===== config.mk =====
export PLATFORM = sky130hd
export DESIGN_NAME = indirect_csr_access_and_ring_control
export DESIGN_NICKNAME = d
export VERILOG_FILES = /design/src/csr_port_pkg.sv /design/src/byte_lane_steer.sv /design/src/ring_access_gate.sv /design/src/indirect_csr_access_and_ring_control.sv
export SDC_FILE = /design/constraint.sdc
export NUM_CORES = 1
export LEC_CHECK = 0
export BUFFER_PORTS_ARGS = -buffer_cell sky130_fd_sc_hd__buf_2
export CORE_UTILIZATION = 25
export CTS_CLUSTER_DIAMETER = 100
export DETAILED_ROUTE_END_ITERATION = 8
export SKIP_CTS_REPAIR_TIMING = 1
export SLEW_MARGIN = 30
export SYNTH_ARGS = -nofsm -noshare
export SYNTH_HDL_FRONTEND = slang
export SYNTH_SLANG_ARGS = --single-unit

===== constraint.sdc =====
create_clock -name clk_sys -period 2.1 [get_ports clk_sys]
set_input_delay 0 -clock clk_sys [delete_from_list [all_inputs] [get_ports clk_sys]]
set_output_delay 0 -clock clk_sys [all_outputs]
set_load 0.01 [all_outputs]

===== src/csr_port_pkg.sv =====
// Shared constants and types for the indirect register access block
`default_nettype none

package csr_port_pkg;

    // ==========================================================
    // Widths
    localparam int DATA_W  = 16;
    localparam int INDEX_W = 3;
    localparam int BYTE_W  = 8;

    // ==========================================================
    // Select port fields
    localparam int SEL_LANE_BIT  = 0;
    localparam int SEL_INDEX_LSB = 1;
    localparam int SEL_MODE_BIT  = 7;
    localparam logic [15:0] SEL_WRITE_MASK = 16'h008F;
    localparam logic [15:0] SEL_RESET      = 16'h0000;

    // ==========================================================
    // Register indices
    localparam logic [2:0] MAIN_INDEX = 3'h0;

    // ==========================================================
    // Main control/status fields
    localparam int MCS_POLL_BIT   = 15;
    localparam int MCS_STOP_BIT   = 14;
    localparam int MCS_TXDIS_BIT  = 13;
    localparam int MCS_RXDIS_BIT  = 12;
    localparam int MCS_TRANSMITTER_ACTIVE_FLAG_BIT   = 11;
    localparam int MCS_RECEIVER_ACTIVE_FLAG_BIT   = 10;
    localparam logic MCS_POLL_RESET  = 1'b0;
    localparam logic MCS_STOP_RESET  = 1'b1;
    localparam logic MCS_TXDIS_RESET = 1'b0;
    localparam logic MCS_RXDIS_RESET = 1'b0;

    // ==========================================================
    // Ring access states, Gray coded along off -> on -> drain
    typedef enum logic [1:0] {
        RING_OFF   = 2'b00,
        RING_ON    = 2'b01,
        RING_DRAIN = 2'b11
    } ring_state_t;

endpackage

`default_nettype wire


===== src/byte_lane_steer.sv =====
// Byte lane steering for the data window in 8-bit and 16-bit modes
`default_nettype none

module byte_lane_steer
    import csr_port_pkg::*;
#(
    parameter int WIDTH = DATA_W
) (
    // Mode
    input  wire logic             byte_mode,
    input  wire logic             upper_lane,
    // Data
    input  wire logic [WIDTH-1:0] host_word,
    input  wire logic [WIDTH-1:0] current_word,
    output logic      [WIDTH-1:0] merged_word,
    output logic      [WIDTH-1:0] lane_mask,
    output logic      [WIDTH-1:0] read_word
);

    localparam int HALF = WIDTH / 2;

    // ==========================================================
    // Merge on write, extract on read
    always_comb begin
        if (!byte_mode) begin
            merged_word = host_word;
            lane_mask   = '1;
            read_word   = current_word;
        end else if (upper_lane) begin
            merged_word = {host_word[HALF-1:0], current_word[HALF-1:0]};
            lane_mask   = {{HALF{1'b1}}, {HALF{1'b0}}};
            read_word   = {{HALF{1'b0}}, current_word[WIDTH-1:HALF]};
        end else begin
            merged_word = {current_word[WIDTH-1:HALF], host_word[HALF-1:0]};
            lane_mask   = {{HALF{1'b0}}, {HALF{1'b1}}};
            read_word   = {{HALF{1'b0}}, current_word[HALF-1:0]};
        end
    end

endmodule

`default_nettype wire


===== src/ring_access_gate.sv =====
// Ring access gate: one descriptor ring's on flag and access enable
`default_nettype none

module ring_access_gate
    import csr_port_pkg::*;
(
    // Clock and reset
    input  wire logic clk_sys,
    input  wire logic rst_n,
    // Control
    input  wire logic running,
    input  wire logic ring_disable,
    input  wire logic frame_busy,
    // Status
    output logic      active_flag,
    output logic      ring_enable
);

    ring_state_t state;
    ring_state_t next_state;

    // ==========================================================
    // Next state
    always_comb begin
        next_state = state;
        case (state)
            RING_OFF: begin
                if (running && !ring_disable) begin
                    next_state = RING_ON;
                end
            end
            RING_ON: begin
                if (!running) begin
                    next_state = RING_OFF;
                end else if (ring_disable) begin
                    next_state = frame_busy ? RING_DRAIN : RING_OFF;
                end
            end
            RING_DRAIN: begin
                if (!running || !frame_busy) begin
                    next_state = RING_OFF;
                end else if (!ring_disable) begin
                    next_state = RING_ON;
                end
            end
            default: next_state = RING_OFF;
        endcase
    end

    always_ff @(posedge clk_sys) begin
        if (!rst_n) begin
            state <= RING_OFF;
        end else begin
            state <= next_state;
        end
    end

    assign active_flag = (state != RING_OFF);
    // Ring access is cut in the very cycle the stopped phase begins
    assign ring_enable = (state == RING_ON) && running;
endmodule

`default_nettype wire


===== src/indirect_csr_access_and_ring_control.sv =====
// Indirect register access port and main control/status register
`default_nettype none

// Overview of operation
// - Byte mode set gives 8-bit transfers
// - Byte mode written constant; cleared on reset
// - Select bits 3:1 pick register; reset clears
// - Bit 0 picks high or low byte
// - Data window writes/reads the selected register
// - Index zero maps main control/status register
// - Poll request hastens transmit ring polling
// - Poll bit accepts ones, self-clears, reset clears
// - Stopped phase halts all external activity
// - Stopped flag read-only; reset or stop sets
// - Transmit disable finishes frame, then stops
// - Receive disable finishes frame, then stops
// - Receive disable on link sends RNR/RR
// - Transmitter on flag follows start/disable/stop
// - Receiver on flag follows start/disable/stop
// - Port select low data, high select port
// - Select value held until rewritten or reset

module indirect_csr_access_and_ring_control
    import csr_port_pkg::*;
(
    // Clock and reset
    input  wire logic               clk_sys,
    input  wire logic               rst_n,
    // Host slave access
    input  wire logic               host_access,
    input  wire logic               host_write,
    input  wire logic               host_port_adr,
    input  wire logic [DATA_W-1:0]  host_wdata,
    output logic      [DATA_W-1:0]  host_rdata,
    output logic                    host_rvalid,
    // Other register bank
    output logic      [INDEX_W-1:0] register_index,
    output logic                    byte_wide_mode,
    output logic                    bank_wr_en,
    output logic      [DATA_W-1:0]  bank_wr_data,
    output logic                    bank_rd_en,
    input  wire logic [DATA_W-1:0]  bank_rd_data,
    // Primitives
    input  wire logic               start_prim,
    input  wire logic               stop_prim,
    // Engine
    input  wire logic               poll_taken,
    input  wire logic               tx_frame_busy,
    input  wire logic               rx_frame_busy,
    input  wire logic               link_established,
    output logic                    transmit_poll_now,
    output logic                    stopped,
    output logic                    tx_ring_enable,
    output logic                    rx_ring_enable,
    output logic                    transmitter_active_flag,
    output logic                    receiver_active_flag,
    output logic                    send_rnr,
    output logic                    send_rr
);

    // ==========================================================
    // Declarations
    logic [DATA_W-1:0] register_select_port;
    logic [DATA_W-1:0] next_select;
    logic              upper_lane_select;

    logic              poll_req;
    logic              next_poll_req;
    logic              next_stopped;
    logic              transmit_ring_disable;
    logic              next_tx_disable;
    logic              receive_ring_disable;
    logic              next_rx_disable;

    logic [DATA_W-1:0] next_rdata;
    logic              next_rvalid;
    logic              next_send_rnr;
    logic              next_send_rr;

    logic              sel_write;
    logic              data_write;
    logic              data_read;
    logic              main_hit;
    logic              main_write;
    logic [DATA_W-1:0] main_control_status;
    logic [DATA_W-1:0] current_word;
    logic [DATA_W-1:0] merged_word;
    logic [DATA_W-1:0] lane_mask;
    logic [DATA_W-1:0] read_word;
    logic              running;

    // ==========================================================
    // Access decode
    assign sel_write  = host_access && host_write && host_port_adr;
    assign data_write = host_access && host_write && !host_port_adr;
    assign data_read  = host_access && !host_write && !host_port_adr;

    assign byte_wide_mode    = register_select_port[SEL_MODE_BIT];
    assign register_index    =
        register_select_port[SEL_INDEX_LSB +: INDEX_W];
    assign upper_lane_select =
        byte_wide_mode && register_select_port[SEL_LANE_BIT];

    assign main_hit   = (register_index == MAIN_INDEX);
    assign main_write = data_write && main_hit;
    assign running    = !stopped;

    // ==========================================================
    // Main control/status view
    always_comb begin
        main_control_status                = '0;
        main_control_status[MCS_POLL_BIT]  = poll_req;
        main_control_status[MCS_STOP_BIT]  = stopped;
        main_control_status[MCS_TXDIS_BIT] = transmit_ring_disable;
        main_control_status[MCS_RXDIS_BIT] = receive_ring_disable;
        main_control_status[MCS_TRANSMITTER_ACTIVE_FLAG_BIT]  = transmitter_active_flag;
        main_control_status[MCS_RECEIVER_ACTIVE_FLAG_BIT]  = receiver_active_flag;
    end

    assign current_word = main_hit ? main_control_status : bank_rd_data;

    byte_lane_steer #(
        .WIDTH        (DATA_W)
    ) u_lane (
        .byte_mode    (byte_wide_mode),
        .upper_lane   (upper_lane_select),
        .host_word    (host_wdata),
        .current_word (current_word),
        .merged_word  (merged_word),
        .lane_mask    (lane_mask),
        .read_word    (read_word)
    );

    // Writes to other registers pass through with the merged lane
    assign bank_wr_en   = data_write && !main_hit;
    assign bank_wr_data = merged_word;
    assign bank_rd_en   = data_read && !main_hit;

    // ==========================================================
    // Select port
    always_comb begin
        next_select = register_select_port;
        if (sel_write) begin
            next_select = host_wdata & SEL_WRITE_MASK;
        end
    end

    always_ff @(posedge clk_sys) begin
        if (!rst_n) begin
            register_select_port <= SEL_RESET;
        end else begin
            register_select_port <= next_select;
        end
    end

    // ==========================================================
    // Main control/status state
    always_comb begin
        next_poll_req   = poll_req;
        next_stopped    = stopped;
        next_tx_disable = transmit_ring_disable;
        next_rx_disable = receive_ring_disable;
        if (poll_taken || stop_prim) begin
            next_poll_req = 1'b0;
        end
        if (main_write && lane_mask[MCS_POLL_BIT] && merged_word[MCS_POLL_BIT]) begin
            next_poll_req = 1'b1;
        end
        if (main_write && lane_mask[MCS_TXDIS_BIT]) begin
            next_tx_disable = merged_word[MCS_TXDIS_BIT];
        end
        if (main_write && lane_mask[MCS_RXDIS_BIT]) begin
            next_rx_disable = merged_word[MCS_RXDIS_BIT];
        end
        if (start_prim) begin
            next_stopped = 1'b0;
        end
        if (stop_prim) begin
            next_stopped = 1'b1;
        end
    end

    always_ff @(posedge clk_sys) begin
        if (!rst_n) begin
            poll_req              <= MCS_POLL_RESET;
            stopped               <= MCS_STOP_RESET;
            transmit_ring_disable <= MCS_TXDIS_RESET;
            receive_ring_disable  <= MCS_RXDIS_RESET;
        end else begin
            poll_req              <= next_poll_req;
            stopped               <= next_stopped;
            transmit_ring_disable <= next_tx_disable;
            receive_ring_disable  <= next_rx_disable;
        end
    end

    // Poll request reaches the engine only outside the stopped phase
    assign transmit_poll_now = poll_req && running;

    // ==========================================================
    // Ring gates
    ring_access_gate u_tx_gate (
        .clk_sys      (clk_sys),
        .rst_n        (rst_n),
        .running      (running),
        .ring_disable (transmit_ring_disable),
        .frame_busy   (tx_frame_busy),
        .active_flag  (transmitter_active_flag),
        .ring_enable  (tx_ring_enable)
    );

    ring_access_gate u_rx_gate (
        .clk_sys      (clk_sys),
        .rst_n        (rst_n),
        .running      (running),
        .ring_disable (receive_ring_disable),
        .frame_busy   (rx_frame_busy),
        .active_flag  (receiver_active_flag),
        .ring_enable  (rx_ring_enable)
    );

    // ==========================================================
    // Local busy responses and read data
    always_comb begin
        next_send_rnr = running && link_established
                        && next_rx_disable && !receive_ring_disable;
        next_send_rr  = running && link_established
                        && !next_rx_disable && receive_ring_disable;
        next_rvalid   = host_access && !host_write;
        next_rdata    = host_rdata;
        if (host_access && !host_write) begin
            next_rdata = host_port_adr ? register_select_port
                                       : read_word;
        end
    end

    always_ff @(posedge clk_sys) begin
        if (!rst_n) begin
            send_rnr    <= 1'b0;
            send_rr     <= 1'b0;
            host_rvalid <= 1'b0;
            host_rdata  <= '0;
        end else begin
            send_rnr    <= next_send_rnr;
            send_rr     <= next_send_rr;
            host_rvalid <= next_rvalid;
            host_rdata  <= next_rdata;
        end
    end
endmodule

`default_nettype wire


==> flow_summary.ini <==
[synthesis]
yosysSeqAreaShare_pct = 35.4
synth_top_area_cell = dfxtp_1
synth_top_area_share_pct = 35.4
synth_cells = 224
synthTopCellsByArea = dfxtp_1, nand2_1, mux2i_1
yosys_warnings = 0
ys_seq_elements = 32
syn-cell-area_um2 = 1810
syn_area_per_cell_um2 = 8.07
yosysUniqueCellTypes = 46
syn-num-nets = 267

[global_routing]
antenna_found_initial = 0
grt_start_max_net_pins = 32
grt-ovfl-total = 0
grt_pass1_wl_um = 9350
grt_pass1_vias = 1874
track_usage_pct = 16.4

[worst_setup_path]
cp_data_arrival_time_ps = 1970
end_kind = primary output
worstSetupPathType = reg -> out
cp_max_fo = 21
required_ps = 2100
start_kind = flip-flop

[timing]
whs_ps = -13.9
final-setup-viol-count = 0
timing.final.ws_setup_ps = 132
fmax_ghz = 0.508
relSlewSlack_pct = 63.4
final_max_slew_viol_count = 0
tightest_slew_ps = 547
clock_skew_ps = 6.91
rsz0062_at_grt = no
hold_viol = 1
fin_crit_sh_pct = 93.7
finalCriticalPeriod_ps = 1970
setup-tns-final_ps = 0

[outcome]
violations = negative hold slack
status = complete, but fails checks

[power]
p_sw_mw = 0.406
p_leak_nw = 1.17
peakVddDrop_mv = 0.216
p_comb_share_pct = 18.4
power_frac_clock_pct = 39.2
p_int_mw = 1.10
pwr-share-seq_pct = 42.5
swShare_pct = 27.0
power_density_nw_per_um2 = 600

[finish]
post_route_cells_drive_above_1_share_pct = 37.9
area_delta_synth_final_pct = 38.8
stdcell_area_um2 = 2510
fin_cells = 413
fin_nets = 359
antenna_cells = 0

[clock_tree]
clockBufferDepth = 2
worst_setup_hold_path_clk_slew_ps = 70
cts_tree = done
insertion_delay_ps = 290
cts_num_sinks = 32
cts_made_buffers = 5
root_buffer = clkbuf_8
h-tree-depth = 2

[min_path]
min_path_type = in -> reg

[routing]
dr_wl_met2_um = 2740
vias = 1994
drtIter0Drc = 89
firstDrtPassIters = 4
wirelength_um = 6050
drc = 0
highest_layer = met4
wl_per_cell_um = 14.6
viasPerCell = 4.83
met3_length_um = 442
drt-met1-wl_um = 2760
ant_nets = 0

[place]
io_buffer_count = 89
gp_congestion = 0.843
dp_hpwl_um = 4760
dp.cells = 401
dp_slack_ps = 268
dpl_cell_area_um2 = 2350

[die]
rows = 30
die_area_um2 = 7580
die_y_um = 87.0
die_x_um = 87.0
io_pins = 90
coreArea_um2 = 6910
initial_utilization_pct = 26.2

[job]
maxCapViolCount = 0
placed cells by master, fill, tap and decap left out, types with 3 or more instances in the layout:
cell,instances
a31oi_1,4
dfxtp_1,32
nor2_1,17
a32o_1,3
buf_4,9
buf_2,89
nor2b_1,14
o21ai_0,9
inv_1,6
mux2_2,6
nand3_1,15
nor3b_1,3
nand2b_1,4
dlygate4sd3_1,4
and3_1,4
o22ai_1,3
and2_1,3
a21oi_1,11
nand2_1,28
clkbuf_8,5
mux2i_1,9
per-layer routing:
metal / vias up / GRT usage [%]
li1: 979 / -
met1: 934 / 20.8
met2: 71 / 26.5
met3: 10 / 3.89
met4: 0 / 6.82
met5: - / 0
cell usage after synthesis, drive strengths merged:
master,instances
a21boi,3
a21oi,11
a221oi,2
a22oi,2
a2bb2oi,1
a31o,1
a31oi,4
a32o,3
a32oi,2
and2,3
and3,4
buf,9
clkbuf,8
dfxtp,32
inv,6
mux2,7
mux2i,9
nand2,28
nand2b,4
nand3,15
nand3b,2
nand4,1
nor2,17
nor2b,14
nor3,4
nor3b,3
nor4,1
nor4b,1
nor4bb,1
o211ai,2
o21a,2
o21ai,9
o22ai,3
o2bb2ai,2
o311ai,2
o41ai,1
or2,2
or3,1
or3b,2
cell type report:
cell class	count	area [µm²]
tap	96	120
multi-input combinational	169	1060
sequential	32	641
clock buffer	5	68.8
fill	764	4400
clock inverter	3	42.5
inverter	6	22.5
timing repair buffer	102	553
worst max-delay path: stages, from the launching register on:
cell,delay [ps]
dfxtp_1,360
or3_4,440
buf_4,230
mux2_2,300
nor2_1,110
o22ai_1,90
buf_2,140
worst paths after layout:
kind / start / endpoint / slack, ps / cells past startpoint
worst max register to register: register_select_port[2] / send_rnr / 340 / 4
worst max-delay path: register_select_port[2] / bank_wr_data[14] / 130 / 6
worst min-delay path: start_prim / stopped / -10 / 3
worst min register to register: host_rdata[10] / host_rdata[10] / 450 / 2
state kept, by name, indices dropped and copies added (netlist names):
| signal | count |
|---|---|
| host_rdata | 16 |
| host_rvalid | 1 |
| poll_req | 1 |
| receive_ring_disable | 1 |
| register_select_port | 5 |
| send_rnr | 1 |
| send_rr | 1 |
| stopped | 1 |
| transmit_ring_disable | 1 |
| u_rx_gate.state | 2 |
| u_tx_gate.state | 2 |
metrics by stage:
stage	total power [mW]	util, %	hold WS [ps]
after floorplan	0.802	-	106
after detailed placement	0.922	34.1	216
final	1.50	36.3	-13.9
after CTS	1.51	35.7	-82.2
after global routing	1.57	36.3	8.92
after global placement	0.920	34.1	205
logic make-up after synthesis:
family / Yosys count / synth area share (%)
simple gates: 103 / 30.2
flops: 32 / 35.4
compound gates: 50 / 18.7
buf+inv: 23 / 6.09
mux: 16 / 9.55
power by group through the flow:
| stage | registers [mW] | logic [mW] | clock network, mW |
|---|---|---|---|
| 2_1_floorplan | 0.654 | 0.148 | 0 |
| 3_3_place_gp | 0.653 | 0.267 | 0 |
| 3_5_place_dp | 0.653 | 0.269 | 0 |
| 4_1_cts | 0.639 | 0.271 | 0.596 |
| 5_1_grt | 0.641 | 0.303 | 0.626 |
| 6_report | 0.639 | 0.277 | 0.589 |
Power figures use the tool's default switching activity.
